$ cat src/inc/tcs_pkg.sv
package tcs_pkg;
  // Register byte addresses on the AXI4-Lite port
  localparam int unsigned ADDR_W = 8;
  localparam logic [7:0] ADDR_CTRL = 8'h00;
  localparam logic [7:0] ADDR_STAT = 8'h04;
  localparam logic [7:0] ADDR_IRQ_STAT = 8'h08;
  localparam logic [7:0] ADDR_IRQ_MASK = 8'h0c;
  localparam logic [7:0] ADDR_PTR = 8'h10;
  localparam logic [7:0] ADDR_LIMIT = 8'h14;
  localparam logic [1:0] RESP_OKAY = 2'h0;
  localparam logic [1:0] RESP_SLVERR = 2'h2;
  // Control and status fields
  localparam int unsigned CTRL_HOST_ABORT = 0;
  localparam int unsigned CTRL_MAC_RESET = 1;
  localparam logic CTRL_HOST_ABORT_RST = 1'h1;
  localparam int unsigned STAT_ACTIVE = 0;
  localparam int unsigned STAT_DRAIN = 1;
  localparam int unsigned STAT_IN_FRAME = 2;
  localparam int unsigned STAT_RS_LSB = 4;
  // Interrupt status and mask layout
  localparam int unsigned IRQ_W = 4;
  localparam int unsigned IRQ_CNF = 0;
  localparam int unsigned IRQ_EXC = 1;
  localparam int unsigned IRQ_PSP = 2;
  localparam int unsigned IRQ_SPACE = 3;
  // Request status codes
  localparam logic [3:0] RS_NONE = 4'h0;
  localparam logic [3:0] RS_OK = 4'h6;
  localparam logic [3:0] RS_UNDERRUN = 4'h8;
  localparam logic [3:0] RS_HOST_ABORT = 4'h9;
  localparam logic [3:0] RS_BAD_RINGOP = 4'ha;
  localparam logic [3:0] RS_DEV_ABORT = 4'hb;
  localparam logic [3:0] RS_TIMEOUT = 4'hc;
  localparam logic [3:0] RS_MAC_RESET = 4'hd;
  localparam logic [3:0] RS_CONSIST = 4'he;
  localparam logic [3:0] RS_FATAL = 4'hf;
  // Request classes
  localparam logic [1:0] CLS_IMMEDIATE = 2'h3;
  // Descriptor first/last tag, bit 1 is first, bit 0 is last
  localparam int unsigned TAG_FIRST = 1;
  localparam int unsigned TAG_LAST = 0;
  // Pool space pointer layout
  localparam int unsigned LOC_W = 28;
  localparam int unsigned PAGE_BITS = 12;
  localparam int unsigned FL_LSB = 30;
  localparam logic [LOC_W-PAGE_BITS-1:0] PAGE_ONE = 16'h0001;
  localparam logic [PAGE_BITS-1:0] PAGE_ZERO = 12'h000;
  localparam logic [LOC_W-1:0] PTR_STEP = 28'h0000004;

  typedef enum logic [1:0] {
    ST_IDLE = 2'b00,
    ST_ACTIVE = 2'b01,
    ST_DRAIN = 2'b10
  } tcs_req_state_t;

  typedef struct packed {
    logic awvalid;
    logic [ADDR_W-1:0] awaddr;
    logic wvalid;
    logic [31:0] wdata;
    logic [3:0] wstrb;
    logic bready;
    logic arvalid;
    logic [ADDR_W-1:0] araddr;
    logic rready;
  } tcs_axi_m2s_t;

  typedef struct packed {
    logic awready;
    logic wready;
    logic bvalid;
    logic [1:0] bresp;
    logic arready;
    logic rvalid;
    logic [31:0] rdata;
    logic [1:0] rresp;
  } tcs_axi_s2m_t;

  // Events from the ring engine transmit logic, one-cycle pulses unless noted
  typedef struct packed {
    logic req_start;
    logic [1:0] req_class;
    logic ring_op;
    logic tht_en;
    logic output_data_unit_descriptor_valid;
    logic [1:0] output_data_unit_descriptor_tag;
    logic frame_end;
    logic req_end;
    logic cnf_space_low;
    logic parity_err;
    logic fc_fail;
    logic mac_frame_in_data;
    logic other_beacon_in_beacon;
    logic claim_lost_in_claim;
    logic trt_expired;
    logic tht_expired;
    logic illegal_state;
    logic tx_internal_err;
    logic bus_err;
    logic underrun;
  } tcs_tx_evt_t;

  typedef struct packed {
    logic [31:0] word0;
    logic [31:0] word1;
  } tcs_psp_t;

  typedef struct packed {
    tcs_req_state_t st;
    logic tht_en;
    logic in_frame;
    logic host_abort_bit;
    logic [IRQ_W-1:0] irq_stat;
    logic [IRQ_W-1:0] irq_mask;
    logic [3:0] last_rs;
    logic cnf_valid;
    logic [3:0] cnf_rs;
    logic tx_abort;
    logic req_abort;
    logic rel_tok;
    logic [LOC_W-1:0] ptr;
    logic [LOC_W-1:0] limit;
    logic aw_full;
    logic [ADDR_W-1:0] awaddr;
    logic w_full;
    logic [31:0] wdata;
    logic [3:0] wstrb;
    logic bvalid;
    logic [1:0] bresp;
    logic rvalid;
    logic [31:0] rdata;
    logic [1:0] rresp;
  } tcs_state_t;
endpackage

$ cat src/core/tcs_core.sv
// The register addresses and register access over AXI4-Lite are this design's own decisions.
`timescale 1ns/100ps
module tcs_core
  import tcs_pkg::*;
(
  input wire logic CLOCK_I, // 100 MHz clock
  input wire logic RST_B_I, // Async reset, active low
  input wire tcs_axi_m2s_t AXI_I, // AXI4-Lite master side
  output tcs_axi_s2m_t AXI_O, // AXI4-Lite slave side
  input wire tcs_tx_evt_t EVT_I, // Transmit logic events
  input wire logic PSP_VALID_I, // Pool space pointer read
  input wire tcs_psp_t PSP_I, // Pool space pointer words
  input wire logic IND_WR_I, // One word written to indicate space
  output logic CNF_VALID_O, // Confirmation strobe
  output logic [3:0] CNF_RS_O, // Request status code
  output logic TX_ABORT_O, // Transmit abort indication
  output logic REQ_ABORT_O, // Request ended abnormally
  output logic TOKEN_RELEASE_O, // Release token after frame
  output logic [LOC_W-1:0] IND_PTR_O, // Indicate write pointer
  output logic [LOC_W-1:0] IND_LIMIT_O, // End of indicate space
  output logic IND_SPACE_END_O, // Indicate space used up
  output logic IRQ_O // Level interrupt
);
  tcs_state_t s_r;
  tcs_state_t s_nxt;
  logic [31:0] wmask;

  // Byte lanes of the write strobe, one mask byte per strobe bit
  genvar gi;
  generate
    for (gi = 0; gi < 4; gi++) begin : g_mask
      assign wmask[gi*8 +: 8] = {8{s_r.wstrb[gi]}};
    end
  endgenerate

  always_comb begin
    logic wr_fire;
    logic host_clr;
    logic sw_reset;
    logic end_now;
    logic [3:0] code;
    logic [31:0] wd;
    logic [31:0] rd;
    logic [IRQ_W-1:0] irq_set;
    wr_fire = 1'b0;
    host_clr = 1'b0;
    sw_reset = 1'b0;
    end_now = 1'b0;
    code = RS_NONE;
    wd = 32'h0;
    rd = 32'h0;
    irq_set = '0;
    s_nxt = s_r;
    s_nxt.cnf_valid = 1'b0;
    s_nxt.tx_abort = 1'b0;
    s_nxt.req_abort = 1'b0;
    s_nxt.rel_tok = 1'b0;

    // Write channel: address and data taken in either order
    if (AXI_I.awvalid && !s_r.aw_full && !s_r.bvalid) begin
      s_nxt.aw_full = 1'b1;
      s_nxt.awaddr = AXI_I.awaddr;
    end
    if (AXI_I.wvalid && !s_r.w_full && !s_r.bvalid) begin
      s_nxt.w_full = 1'b1;
      s_nxt.wdata = AXI_I.wdata;
      s_nxt.wstrb = AXI_I.wstrb;
    end
    if (s_r.bvalid && AXI_I.bready) begin
      s_nxt.bvalid = 1'b0;
    end
    wr_fire = s_r.aw_full && s_r.w_full && !s_r.bvalid;
    if (wr_fire) begin
      s_nxt.aw_full = 1'b0;
      s_nxt.w_full = 1'b0;
      s_nxt.bvalid = 1'b1;
      s_nxt.bresp = RESP_OKAY;
      wd = s_r.wdata & wmask;
      case (s_r.awaddr)
        ADDR_CTRL: begin
          if (s_r.wstrb[0]) begin
            s_nxt.host_abort_bit = s_r.wdata[CTRL_HOST_ABORT];
            host_clr = s_r.host_abort_bit && !s_r.wdata[CTRL_HOST_ABORT];
            sw_reset = s_r.wdata[CTRL_MAC_RESET];
          end
        end
        ADDR_IRQ_STAT: begin
          // Write one to clear; events of this cycle are merged back below
          s_nxt.irq_stat = s_r.irq_stat & ~wd[IRQ_W-1:0];
        end
        ADDR_IRQ_MASK: begin
          s_nxt.irq_mask = (s_r.irq_mask & ~wmask[IRQ_W-1:0]) | wd[IRQ_W-1:0];
        end
        ADDR_STAT, ADDR_PTR, ADDR_LIMIT: begin
          // Read-only words accept the write and keep their value
          s_nxt.bresp = RESP_OKAY;
        end
        default: begin
          s_nxt.bresp = RESP_SLVERR;
        end
      endcase
    end

    // Read channel: one read in flight, answer the cycle after address
    if (s_r.rvalid && AXI_I.rready) begin
      s_nxt.rvalid = 1'b0;
    end
    if (AXI_I.arvalid && !s_r.rvalid) begin
      s_nxt.rvalid = 1'b1;
      s_nxt.rresp = RESP_OKAY;
      case (AXI_I.araddr)
        ADDR_CTRL: begin
          // The reset request bit is a pulse and always reads as zero
          rd[CTRL_HOST_ABORT] = s_r.host_abort_bit;
        end
        ADDR_STAT: begin
          rd[STAT_ACTIVE] = (s_r.st != ST_IDLE);
          rd[STAT_DRAIN] = (s_r.st == ST_DRAIN);
          rd[STAT_IN_FRAME] = s_r.in_frame;
          rd[STAT_RS_LSB +: 4] = s_r.last_rs;
        end
        ADDR_IRQ_STAT: begin
          rd[IRQ_W-1:0] = s_r.irq_stat;
        end
        ADDR_IRQ_MASK: begin
          rd[IRQ_W-1:0] = s_r.irq_mask;
        end
        ADDR_PTR: begin
          rd[LOC_W-1:0] = s_r.ptr;
        end
        ADDR_LIMIT: begin
          rd[LOC_W-1:0] = s_r.limit;
        end
        default: begin
          // Unmapped words answer with an error and zero data
          s_nxt.rresp = RESP_SLVERR;
        end
      endcase
      s_nxt.rdata = rd;
    end

    // Request sequencing; the most severe cause wins when several coincide
    case (s_r.st)
      ST_IDLE: begin
        if (EVT_I.req_start) begin
          if ((EVT_I.req_class == CLS_IMMEDIATE) == EVT_I.ring_op) begin
            end_now = 1'b1;
            code = RS_BAD_RINGOP;
          end else begin
            s_nxt.st = ST_ACTIVE;
            // Holding timer choice is fixed for the whole request
            s_nxt.tht_en = EVT_I.tht_en;
            s_nxt.in_frame = 1'b0;
          end
        end
      end
      ST_ACTIVE, ST_DRAIN: begin
        if (sw_reset || EVT_I.illegal_state) begin
          end_now = 1'b1;
          code = RS_MAC_RESET;
        end else if (EVT_I.tx_internal_err || EVT_I.bus_err) begin
          end_now = 1'b1;
          code = RS_FATAL;
        end else if (EVT_I.output_data_unit_descriptor_valid && EVT_I.output_data_unit_descriptor_tag[TAG_FIRST] && s_r.in_frame) begin
          end_now = 1'b1;
          code = RS_CONSIST;
        end else if (EVT_I.parity_err || EVT_I.fc_fail || EVT_I.mac_frame_in_data ||
                     EVT_I.other_beacon_in_beacon || EVT_I.claim_lost_in_claim) begin
          end_now = 1'b1;
          code = RS_DEV_ABORT;
          s_nxt.tx_abort = 1'b1;
        end else if (EVT_I.underrun) begin
          end_now = 1'b1;
          code = RS_UNDERRUN;
        end else if (!s_r.tht_en && EVT_I.trt_expired) begin
          end_now = 1'b1;
          code = RS_TIMEOUT;
        end else if (host_clr || EVT_I.cnf_space_low) begin
          end_now = 1'b1;
          code = RS_HOST_ABORT;
        end else if (s_r.st == ST_DRAIN && EVT_I.frame_end) begin
          s_nxt.rel_tok = 1'b1;
          end_now = 1'b1;
          code = RS_OK;
        end else if (s_r.st == ST_ACTIVE && EVT_I.req_end) begin
          end_now = 1'b1;
          code = RS_OK;
        end else begin
          if (EVT_I.output_data_unit_descriptor_valid) begin
            // Middle parts leave the frame state alone
            if (EVT_I.output_data_unit_descriptor_tag[TAG_LAST]) begin
              s_nxt.in_frame = 1'b0;
            end else if (EVT_I.output_data_unit_descriptor_tag[TAG_FIRST]) begin
              s_nxt.in_frame = 1'b1;
            end
          end
          // holding timer expiry does not abort
          if (s_r.st == ST_ACTIVE && s_r.tht_en && EVT_I.tht_expired) begin
            s_nxt.st = ST_DRAIN;
          end
        end
      end
      default: begin
        // Unused state code: fall back to idle without a confirmation
        s_nxt.st = ST_IDLE;
      end
    endcase

    if (end_now) begin
      s_nxt.st = ST_IDLE;
      s_nxt.in_frame = 1'b0;
      s_nxt.cnf_valid = 1'b1;
      s_nxt.cnf_rs = code;
      s_nxt.last_rs = code;
      s_nxt.req_abort = (code != RS_OK);
      irq_set[IRQ_CNF] = 1'b1;
      irq_set[IRQ_EXC] = (code != RS_OK);
    end

    // Pool space pointer; the byte count in word 0 is deliberately unused
    if (PSP_VALID_I) begin
      s_nxt.ptr = PSP_I.word1[LOC_W-1:0];
      s_nxt.limit = {PSP_I.word1[LOC_W-1:PAGE_BITS] + PAGE_ONE, PAGE_ZERO};
      irq_set[IRQ_PSP] = 1'b1;
    end else if (IND_WR_I && s_r.ptr != s_r.limit) begin
      // Writes past the end are dropped; the pointer parks at the limit
      s_nxt.ptr = s_r.ptr + PTR_STEP;
      irq_set[IRQ_SPACE] = (s_r.ptr + PTR_STEP == s_r.limit);
    end

    // Sticky events: a set in the clearing cycle survives
    s_nxt.irq_stat = s_nxt.irq_stat | irq_set;
  end

  always_ff @(posedge CLOCK_I or negedge RST_B_I) begin
    if (!RST_B_I) begin
      s_r <= '0;
      s_r.st <= ST_IDLE;
      // Starts set, so only a deliberate clear aborts a request
      s_r.host_abort_bit <= CTRL_HOST_ABORT_RST;
      s_r.cnf_rs <= RS_NONE;
      s_r.last_rs <= RS_NONE;
    end else begin
      s_r <= s_nxt;
    end
  end

  always_comb begin
    // Ready stays low while a response waits: one write in flight
    AXI_O.awready = !s_r.aw_full && !s_r.bvalid;
    AXI_O.wready = !s_r.w_full && !s_r.bvalid;
    AXI_O.bvalid = s_r.bvalid;
    AXI_O.bresp = s_r.bresp;
    AXI_O.arready = !s_r.rvalid;
    AXI_O.rvalid = s_r.rvalid;
    AXI_O.rdata = s_r.rdata;
    AXI_O.rresp = s_r.rresp;
  end

  assign CNF_VALID_O = s_r.cnf_valid;
  assign CNF_RS_O = s_r.cnf_rs;
  assign TX_ABORT_O = s_r.tx_abort;
  assign REQ_ABORT_O = s_r.req_abort;
  assign TOKEN_RELEASE_O = s_r.rel_tok;
  assign IND_PTR_O = s_r.ptr;
  assign IND_LIMIT_O = s_r.limit;
  assign IND_SPACE_END_O = (s_r.ptr == s_r.limit);
  // Level output; clears as soon as software acknowledges the last bit
  assign IRQ_O = |(s_r.irq_stat & s_r.irq_mask);
endmodule

$ cat config.mk
export PLATFORM = sky130hd
export DESIGN_NAME = tcs_core
export DESIGN_NICKNAME = d
export VERILOG_FILES = /design/src/inc/tcs_pkg.sv /design/src/core/tcs_core.sv
export SDC_FILE = /design/constraint.sdc
export NUM_CORES = 1
export LEC_CHECK = 0
export BUFFER_PORTS_ARGS = -buffer_cell sky130_fd_sc_hd__buf_4
export CAP_MARGIN = 20
export CORE_ASPECT_RATIO = 0.6
export CORE_UTILIZATION = 50
export CTS_BUF_LIST = sky130_fd_sc_hd__clkbuf_4 sky130_fd_sc_hd__clkbuf_8
export DETAILED_ROUTE_END_ITERATION = 12
export PLACE_DENSITY = 0.91
export SYNTH_ARGS = -nofsm -noshare
export SYNTH_HDL_FRONTEND = slang
export SYNTH_SLANG_ARGS = --single-unit
$ cat constraint.sdc
create_clock -name CLOCK_I -period 7.75 [get_ports CLOCK_I]
set_input_delay 1.9375 -clock CLOCK_I [delete_from_list [all_inputs] [get_ports CLOCK_I]]
set_output_delay 1.9375 -clock CLOCK_I [all_outputs]
set_load 0.02 [all_outputs]
==> impl_metrics.csv, run 1 <==
group,metric,value,unit
worst_setup_path,cp_top_family,"simple AND/OR/NAND/NOR gates",
placement,pre_cts_ws,3.517,ns
finish,area_taken_by_flip_flops_and_latches,2804,um2
timing,setup_viol,0,
worst_setup_path,timing.setup.critical_path_class,"register to primary output",
floorplan,die_height,94.89,um
worst_setup_path,critPathLaunch,"IND_PTR_O[8]",
clock_network,insertion_delay,0.40,ns
worst_setup_path,path_max_fanout,9,
synthesis,yosysSeqAreaShare,38.99,%
routing,drt_first_pass_iters,5,
timing,setup_ws,3.711,ns
synthesis,cell_type_with_the_largest_total_area_after_synthesis,"sky130_fd_sc_hd__dfrtp_1",
worst_setup_path,path_buf_inv,1,
timing,final.hold.worst_slack,0.4904,ns
finish,postLayoutCoreUtil,57.75,%
floorplan,die_w,156.8,um
timing,worst_slew_margin_rel,28.76,%
worst_setup_path,r2r_cells,8,
synthesis,number_of_standard_cells_after_synthesis,792,
power_and_ir_drop,ir_drop,0.0001230,V
worst_setup_path,worst-endpoint-arrival,2.10,ns
worst_setup_path,worst_r2r_endpoint,"s_r[159]",
routing,routedWlPerCell,18.16,um
placement,hpwl,14410,um
routing,drc_errors,0,
worst_setup_path,crit_path_start_kind,"register",
finish,instances_no_fill,1044,
global_routing,total_global_routing_track_utilization,26.11,%
clock_network,cts_resized,0,
timing,final-hold-violation-count,0,
hold_path,hold_path_class,"register to register",
global_routing,first_global_vias,5404,
worst_setup_path,critPathSlowestCell,"sky130_fd_sc_hd__dfrtp_1",
power_and_ir_drop,power.density_cell_area,202.4,nW/um2
routing,finalWirelength,18960,um
synthesis,cell_with_the_most_instances_after_synthesis,"sky130_fd_sc_hd__dfrtp_1",
timing,period_minus_slack,4.039,ns
run_status,run_status,"completed",
worst_setup_path,reg2reg_slack,4.54,ns
hold_path,worstHoldStart,"AXI_O[23]",
clock_network,cts_htree_levels,3,
global_routing,initial_antenna_violation_count,1,
worst_setup_path,timing.critical_path.depth,4,
global_routing,grt_pass1_wl,29420,um
flow_run,timing.max_cap.violations,0,
power_and_ir_drop,power.leakage,3.522,nW
placement,place.port_buffers,168,
clock_network,tritoncts,"built",
routing,vias,5833,
floorplan,ios,254,
synthesis,synth-warning-count,0,
synthesis,synth_cell_types,63,
finish,final_cell_area,7988,um2
timing,clock.fmax,247.6,MHz
placement,placement.cell_area,7785,um2
synthesis,ys_ff_latch,112,
synthesis,post_synth_most_frequent_cells,"111 x sky130_fd_sc_hd__dfrtp_1, 100 x sky130_fd_sc_hd__buf_4, 95 x sky130_fd_sc_hd__nand2_1",
clock_network,ctsRootBufferMaster,"sky130_fd_sc_hd__clkbuf_8",
timing,fin_crit_sh,52.11,%
clock_network,post-cts-setup-buffer-count,0,
synthesis,syn_area,7191,um2
synthesis,async_reset_ff_share,100.0,%
power_and_ir_drop,totalPowerFinal,1.617,mW
timing,fin_setup_tns,0,ns
clock_network,clock_tree.buffer_depth,2,
timing,finalClockSkew,0.01545,ns
floorplan,row_count,33,
finish,multi_input_comb_area,3423,um2
synthesis,yosys.area.top_type_share,38.63,%
synthesis,synth_flop_cell,"sky130_fd_sc_hd__dfrtp_1",
hold_path,min_delay_path_depth,2,
hold_path,hold_path_end,"AXI_O[23]",
placement,place_congestion,0.9571,
global_routing,global_route.overflow_total,0,
clock_network,ctsHoldBuffers,0,
routing,drc_violation_total_after_the_first_tritonroute_iteration,424,
synthesis,edff_count_synth,0,
finish,drive_gt1_share,27.03,%
clock_network,cts_sinks,112,
worst_setup_path,path_cells,"nor4_1 > nand4_1 > nor3_1 > buf_4",
global_routing,maximum_number_of_pins_on_one_net_before_global_route_repair,85,
finish,filler_cell_count,1235,
synthesis,synth_top_cells_by_area,"sky130_fd_sc_hd__dfrtp_1 39%, sky130_fd_sc_hd__buf_4 10%, sky130_fd_sc_hd__nand2_1 5.0%",
clock_network,clock_pin_slew_on_the_worst_setup_and_hold_paths,0.12,ns
worst_setup_path,critPathMaxStageDelay,0.56,ns
synthesis,synth.avg_cell_area,9.079,um2
timing,setup_repair_after_global_routing_missed_its_margin,"no",
finish,syn_to_final_growth,11.08,%
worst_setup_path,critical_path.endpoint_type,"primary output",
floorplan,fp.coreArea,13830,um2
worst_setup_path,timing.critical_path.required,5.81,ns
placement,post-place-cells,1027,
worst_setup_path,critical_path.reg2reg.startpoint,"IND_PTR_O[2]",
timing,tightest_slew,1.069,ns
floorplan,initial_core_util,51.99,%
timing,maxSlewViolCount,0,
floorplan,design.die.area,14880,um2
routing,antenna_violating_nets_post_route,0,
routing,routed_via_density,5.587,
clock_network,cts-buffers-inserted,9,
finish,nNetsFinal,1000,
==> flip-flops by register name, indices dropped and copies added (netlist names), named ones only <==
signal,flops
REQ_ABORT_O,1
IND_PTR_O,28
s_r,24
AXI_O,32
IND_LIMIT_O,16
CNF_RS_O,4
TOKEN_RELEASE_O,1
TX_ABORT_O,1
CNF_VALID_O,1
==> layer usage <==
metal / GRT usage [%] / vias up / part of all wire, %
li1: - / 2731 / -
met1: 39.86 / 2779 / 49
met2: 35.22 / 289 / 40
met3: 6.930 / 32 / 8.7
met4: 7.026 / 2 / 1.7
met5: 4.082 / - / 0.41
==> how the worst max path moves through the flow <==
| stage | slack, ns | to |
|---|---|---|
| finish | 3.71 | IND_SPACE_END_O |
| global route | 3.59 | IND_SPACE_END_O |
| CTS | 3.70 | IND_SPACE_END_O |
| detailed placement | 3.52 | AXI_O[4] |
| global placement | 3.56 | AXI_O[3] |
| floorplan | 4.08 | s_r[156] |
==> cell usage in the layout, fill, tap and decap left out, types with 24 or more instances in the layout <==
master	n
sky130_fd_sc_hd__a21oi_1	26
sky130_fd_sc_hd__buf_4	169
sky130_fd_sc_hd__dfrtp_1	111
sky130_fd_sc_hd__mux2_2	29
sky130_fd_sc_hd__nand2_1	94
sky130_fd_sc_hd__nand3_1	25
sky130_fd_sc_hd__nor2_1	49
sky130_fd_sc_hd__o21ai_0	45
sky130_fd_sc_hd__xnor2_1	24
sky130_fd_sc_hd__xor2_1	39
==> area by class of cell <==
type / instances / area share (%)
diodes: 1 / 0.03133
inverters: 13 / 0.6109
repair buffers: 169 / 15.88
multi-input cells: 541 / 42.86
flip-flops and latches: 112 / 35.10
clock inverters: 7 / 0.9555
well taps: 192 / 3.008
clock buffers: 9 / 1.551
==> cells by family (layout without fill, tap and decap cells) <==
family,after synthesis,count (layout),share of synthesized area [%]
AO/OA/AOI/OAI,134,134,11.66
XOR/XNOR,63,63,7.674
other,1,19,0.05215
buffers and inverters,156,198,14.32
flip-flops,112,112,38.99
adder cells (fa/ha/maj),7,7,1.218
AND/OR/NAND/NOR,271,271,18.90
multiplexers,48,48,7.186
==> worst reg2reg max path: cells and delay by family, from the launching register on <==
family                   cells  cell delay (ns)
AO/OA/AOI/OAI                4             0.89
adder cells (fa/ha/maj)      1             0.26
flip-flops                   1             0.55
AND/OR/NAND/NOR              3             1.42
==> power breakdown <==
part / switching [mW] / total (mW) / internal (mW)
registers: 0.112 / 0.782 / 0.670
logic: 0.259 / 0.469 / 0.210
clock network: 0.235 / 0.365 / 0.130
total: 0.606 / 1.62 / 1.01
No activity file was read; power rests on OpenSTA's default activity.
==> run 2, diff against run 1 <==
ABC_AREA = 1   (was not set)
CORE_UTILIZATION = 48   (was 50)
clock period = 3.3 ns   (was 7.75 ns; I/O delays follow)
==> run 2 against run 1 <==
Compared with the run above: register-to-register slack worse by 3.6 ns; first-iteration DRC count is 100% higher; via count increased by 18%; critical path depth is 3 higher; flip-flop and latch count unchanged; power grew to 2.8 times the previous value; worst setup slack got worse by 3.5 ns; sequential share of layout area is 2.1 points lower; die area up 8.0%.
==> impl_metrics.csv, run 2 <==
group,metric,value,unit
synthesis,synth_top_cells_by_area,"sky130_fd_sc_hd__dfrtp_1 37%, sky130_fd_sc_hd__nand2_1 10%, sky130_fd_sc_hd__buf_4 10%",
worst_setup_path,timing.setup.critical_path_class,"register to primary output",
finish,most-common-layout-cells,"207 x sky130_fd_sc_hd__nand2_1, 181 x sky130_fd_sc_hd__buf_4, 111 x sky130_fd_sc_hd__dfrtp_1",
clock_network,clock_tree.buffer_depth,2,
timing,tightest_slew,0.7230,ns
timing,fin_crit_sh,93.37,%
floorplan,die_height,98.61,um
routing,vias,6855,
timing,fin_setup_tns,0,ns
floorplan,fp.coreArea,14850,um2
placement,place_congestion,0.9511,
finish,nNetsFinal,1211,
power_and_ir_drop,netSwitchingPower,1.823,mW
synthesis,cell_type_with_the_largest_total_area_after_synthesis,"sky130_fd_sc_hd__dfrtp_1",
finish,most_common_library_cell_in_the_layout_ignoring_fill_and_taps,"sky130_fd_sc_hd__nand2_1",
finish,postLayoutCoreUtil,57.29,%
worst_setup_path,critPathLaunch,"IND_PTR_O[7]",
worst_setup_path,critical_path.reg2reg.startpoint,"IND_PTR_O[4]",
clock_network,ctsRootBufferMaster,"sky130_fd_sc_hd__clkbuf_8",
floorplan,die_w,163.0,um
synthesis,synth_cell_types,52,
power_and_ir_drop,internal_power,2.657,mW
synthesis,edff_count_synth,0,
power_and_ir_drop,ir_drop,0.0003534,V
worst_setup_path,path_max_fanout,5,
clock_network,ctsHoldBuffers,0,
timing,worst_slew_margin_rel,51.80,%
finish,drive_gt1_share,23.82,%
finish,n_antenna_cell,0,
clock_network,cts_sinks,112,
timing,period_minus_slack,3.081,ns
timing,final-hold-violation-count,0,
placement,placement.cell_area,8298,um2
synthesis,ys_ff_latch,112,
worst_setup_path,worst_r2r_endpoint,"s_r[159]",
power_and_ir_drop,seq_power_share,42.2,%
global_routing,global_route.overflow_total,0,
timing,final.hold.worst_slack,0.4923,ns
finish,syn_to_final_growth,13.91,%
routing,drc_violation_total_after_the_first_tritonroute_iteration,869,
timing,clock.fmax,324.6,MHz
routing,antenna_violating_nets_post_route,0,
power_and_ir_drop,sw_frac_of_total,40.70,%
floorplan,row_count,34,
power_and_ir_drop,power.leakage,4.294,nW
worst_setup_path,crit_path_start_kind,"register",
worst_setup_path,critical_path.endpoint_type,"primary output",
finish,final_cell_area,8506,um2
finish,area_taken_by_flip_flops_and_latches,2804,um2
synthesis,synth.avg_cell_area,7.674,um2
worst_setup_path,timing.critical_path.required,2.47,ns
synthesis,synth_flop_cell,"sky130_fd_sc_hd__dfrtp_1",
routing,finalWirelength,22510,um
placement,place.port_buffers,168,
power_and_ir_drop,clockPowerShare,19.6,%
global_routing,first_global_vias,6334,
routing,drc_errors,0,
worst_setup_path,critPathMaxStageDelay,0.47,ns
timing,finalClockSkew,0.01446,ns
worst_setup_path,path_cells,"inv_1 > nand2_1 > nor3_1 > nand4_1 > nor4_1 > nor4b_2 > buf_4",
global_routing,total_global_routing_track_utilization,28.75,%
timing,maxSlewViolCount,0,
clock_network,cts-buffers-inserted,9,
synthesis,post_synth_most_frequent_cells,"207 x sky130_fd_sc_hd__nand2_1, 111 x sky130_fd_sc_hd__dfrtp_1, 104 x sky130_fd_sc_hd__inv_1",
timing,setup_viol,0,
clock_network,clock_pin_slew_on_the_worst_setup_and_hold_paths,0.12,ns
power_and_ir_drop,power.density_cell_area,526.7,nW/um2
clock_network,insertion_delay,0.39,ns
synthesis,synth-warning-count,0,
worst_setup_path,r2r_cells,12,
power_and_ir_drop,p_comb_share,38.2,%
finish,largest_register_ff_count,32,
flow_run,timing.max_cap.violations,0,
finish,instances_no_fill,1260,
synthesis,yosysSeqAreaShare,37.55,%
timing,setup_ws,0.2188,ns
synthesis,async_reset_ff_share,100.0,%
floorplan,design.die.area,16080,um2
worst_setup_path,worst-endpoint-arrival,2.26,ns
finish,multi_input_comb_area,3406,um2
run_status,run_status,"completed",
synthesis,syn_area,7467,um2
power_and_ir_drop,totalPowerFinal,4.480,mW
placement,post-place-cells,1244,
floorplan,ios,254,
worst_setup_path,critPathSlowestCell,"sky130_fd_sc_hd__dfrtp_1",
routing,routedWlPerCell,17.87,um
placement,pre_cts_ws,0.6247,ns
synthesis,cell_with_the_most_instances_after_synthesis,"sky130_fd_sc_hd__nand2_1",
routing,routed_via_density,5.440,
worst_setup_path,reg2reg_slack,0.94,ns
floorplan,initial_core_util,50.29,%
routing,drt_first_pass_iters,5,
clock_network,cts_htree_levels,3,
timing,setup_repair_after_global_routing_missed_its_margin,"no",
global_routing,grt_pass1_wl,34970,um
synthesis,number_of_standard_cells_after_synthesis,973,
synthesis,yosys.area.top_type_share,37.20,%
hold_path,hold_path_class,"primary input to asynchronous set/reset pin",
clock_network,tritoncts,"built",
global_routing,initial_antenna_violation_count,0,
global_routing,maximum_number_of_pins_on_one_net_before_global_route_repair,53,
placement,hpwl,17450,um
finish,filler_cell_count,1384,
run 2: changes by cell type in the layout (fill, tap and decap cells not counted), moves of 13 or more:
cell,before,now
sky130_fd_sc_hd__o221ai_1,0,15
sky130_fd_sc_hd__xor2_1,39,26
sky130_fd_sc_hd__mux2_2,29,7
sky130_fd_sc_hd__o21ai_0,45,29
sky130_fd_sc_hd__o22ai_1,3,17
sky130_fd_sc_hd__nand3_1,25,59
sky130_fd_sc_hd__and3_1,14,0
sky130_fd_sc_hd__nand2_1,94,207
sky130_fd_sc_hd__nor2_1,49,84
sky130_fd_sc_hd__mux2i_1,19,0
sky130_fd_sc_hd__inv_1,13,104
run 2: cell type report:
class,instances,share of cell area (%)
Multi-Input combinational cell,636,40.04
Sequential cell,112,32.97
Timing Repair Buffer,183,16.45
Inverter,115,5.266
Tap cell,198,2.913
Clock buffer,9,1.456
Clock inverter,7,0.9120
run 2: how the worst max path moves through the flow:
stage	endpoint	slack, ns
after floorplan	IND_SPACE_END_O	0.65
after global placement	IND_SPACE_END_O	0.60
after detailed placement	IND_SPACE_END_O	0.62
after CTS	IND_SPACE_END_O	0.16
after global routing	IND_SPACE_END_O	0.04
final	IND_SPACE_END_O	0.22
run 2: repair_timing:
action	in CTS	in global routing
hold endpoints to repair	0	0
resized for setup	0	1
setup endpoints to repair	0	1
setup buffers	0	0
run 2: power groups by stage:
stage / clock network [mW] / logic (mW) / registers, mW
finish: 0.878 / 1.71 / 1.89
global route: 0.948 / 1.88 / 1.93
CTS: 0.891 / 1.71 / 1.88
detailed placement: 0 / 1.70 / 1.91
global placement: 0 / 1.66 / 1.89
floorplan: 0 / 1.28 / 1.84
run 2: logic make-up after synthesis:
logic type,share of synthesized area (%)
simple gates,26.98
buf+inv,17.78
compound gates,10.61
flops,37.55
xor+xnor,4.809
fa+ha+maj,1.173
mux,1.056
other cells,0.05022
run 2: layer usage:
layer	vias up	GRT usage (%)	routed length, um
li1	3225	-	-
met1	3199	44.33	10610
met2	400	38.46	8630
met3	31	9.554	2998
met4	0	5.320	270
met5	-	0	0
run 2: critical path: cells and delay by family (launching register included):
kind | cells | cell delay (ns)
buffers and inverters | 2 | 0.44
DFF | 1 | 0.47
and+or+nand+nor | 5 | 0.97
==> run 3, diff against run 2 <==
CORE_ASPECT_RATIO = 2   (was 0.6)
==> run 3 against run 2 <==
Compared with the run above: non-clock buffer count down 2; register-to-register slack better by 0.11 ns; sequential power about the same; utilization down 1.7 points; die area about the same; clock power down 5.6%; worst hold slack worse by 0.00074 ns; maximum frequency down 0.11%; critical path type unchanged.
==> impl_metrics.csv, run 3 (same netlist as run 2, synthesis figures left out) <==
group,metric,value,unit
run_status,run_status,"completed",
finish,most-common-layout-cells,"207 x sky130_fd_sc_hd__nand2_1, 180 x sky130_fd_sc_hd__buf_4, 111 x sky130_fd_sc_hd__dfrtp_1",
routing,highest_layer,"met4",
finish,largest_register_ff_count,32,
clock_network,post-cts-setup-buffer-count,0,
global_routing,initial_antenna_violation_count,0,
routing,drt_first_pass_iters,5,
clock_network,ctsHoldBuffers,0,
placement,place_congestion,0.9374,
placement,placement.cell_area,8270,um2
power_and_ir_drop,power.density_cell_area,522.4,nW/um2
finish,postLayoutCoreUtil,55.56,%
finish,filler_cell_count,1463,
floorplan,die_w,90.20,um
finish,syn_to_final_growth,13.20,%
placement,hpwl,17490,um
finish,most_common_library_cell_in_the_layout_ignoring_fill_and_taps,"sky130_fd_sc_hd__nand2_1",
routing,routedWlPerCell,17.76,um
timing,finalClockSkew,0.01954,ns
timing,tightest_slew,0.7416,ns
floorplan,die_height,178.4,um
timing,fin_setup_tns,0,ns
flow_run,timing.max_cap.violations,0,
finish,drive_gt1_share,23.37,%
worst_setup_path,timing.setup.critical_path_class,"register to primary output",
power_and_ir_drop,ir_drop,0.0004514,V
finish,nNetsFinal,1209,
routing,m1WireLength,7438,um
finish,multi_input_comb_area,3400,um2
global_routing,global_route.overflow_total,0,
timing,period_minus_slack,3.085,ns
clock_network,tritoncts,"built",
floorplan,ios,254,
global_routing,first_global_vias,6963,
hold_path,hold_path_class,"register to register",
worst_setup_path,crit_path_start_kind,"register",
floorplan,design.die.area,16090,um2
routing,routed_via_density,5.531,
timing,setup_repair_after_global_routing_missed_its_margin,"no",
global_routing,total_global_routing_track_utilization,28.00,%
worst_setup_path,critical_path.endpoint_type,"primary output",
power_and_ir_drop,totalPowerFinal,4.416,mW
clock_network,cts-buffers-inserted,9,
routing,drc_errors,0,
routing,wl_met2,11860,um
clock_network,cts_htree_levels,3,
floorplan,row_count,64,
routing,dr_wl_met3,1296,um
routing,antenna_violating_nets_post_route,0,
worst_setup_path,path_max_fanout,9,
routing,drc_violation_total_after_the_first_tritonroute_iteration,491,
worst_setup_path,timing.critical_path.required,2.47,ns
power_and_ir_drop,power.leakage,4.260,nW
routing,finalWirelength,22290,um
timing,worst_slew_margin_rel,50.56,%
worst_setup_path,worst-endpoint-arrival,2.26,ns
finish,area_taken_by_flip_flops_and_latches,2804,um2
timing,setup_viol,0,
clock_network,cts_sinks,112,
timing,final.hold.worst_slack,0.4915,ns
routing,vias,6942,
placement,place.port_buffers,168,
floorplan,fp.coreArea,15210,um2
global_routing,grt_pass1_wl,34510,um
clock_network,ctsRootBufferMaster,"sky130_fd_sc_hd__clkbuf_8",
clock_network,insertion_delay,0.38,ns
floorplan,initial_core_util,49.08,%
global_routing,maximum_number_of_pins_on_one_net_before_global_route_repair,56,
timing,fin_crit_sh,93.48,%
clock_network,clock_tree.buffer_depth,2,
clock_network,clock_pin_slew_on_the_worst_setup_and_hold_paths,0.11,ns
clock_network,cts_resized,0,
timing,maxSlewViolCount,0,
timing,clock.fmax,324.2,MHz
timing,final-hold-violation-count,0,
finish,final_cell_area,8453,um2
finish,n_antenna_cell,0,
-- run 3: layout make-up --
class                           instances  share of cell area [%]
Clock buffer                           10                   1.628
Clock inverter                          3                  0.5329
Inverter                              115                   5.299
Multi-Input combinational cell        636                   40.22
Sequential cell                       112                   33.17
Tap cell                              198                   2.931
Timing Repair Buffer                  181                   16.22
-- run 3: critical path: stages, from the launching register on --
cell and delay (ns):
sky130_fd_sc_hd__dfrtp_1 0.54, sky130_fd_sc_hd__xnor2_1 0.37, sky130_fd_sc_hd__nand4_1 0.15, sky130_fd_sc_hd__nor4_1 0.27, sky130_fd_sc_hd__nor4b_1 0.34, sky130_fd_sc_hd__buf_4 0.21
-- run 3: power by group --
part	switching, mW	internal [mW]
clock	0.468	0.360
combinational	1.04	0.654
sequential	0.253	1.65
total	1.76	2.66
-- run 3: per-layer routing --
layer / vias up / global-route usage, %
met4: 0 / 22.98
li1: 3234 / -
met2: 361 / 51.34
met3: 112 / 4.348
met5: - / 0
met1: 3235 / 27.55
-- run 3: stage by stage --
step	cells	worst slack (ns)
3_3_place_gp	1242	0.6076
3_5_place_dp	1242	0.5704
6_report	1255	0.2153
5_1_grt	1255	0.04409
4_1_cts	1255	0.2612
2_1_floorplan	990	0.6471
-- run 3: final timing paths --
check	to	startpoint	slack [ns]	depth (start not counted)
worst max register to register	s_r[159]	IND_PTR_O[2]	1.05	13
max in group asynchronous	AXI_O[6]	RST_B_I	2.04	2
worst max-delay path	IND_SPACE_END_O	IND_PTR_O[15]	0.22	5
worst min-delay path	AXI_O[9]	AXI_O[9]	0.49	2
min in group asynchronous	AXI_O[26]	RST_B_I	0.50	1
worst min register to register	AXI_O[9]	AXI_O[9]	0.49	2
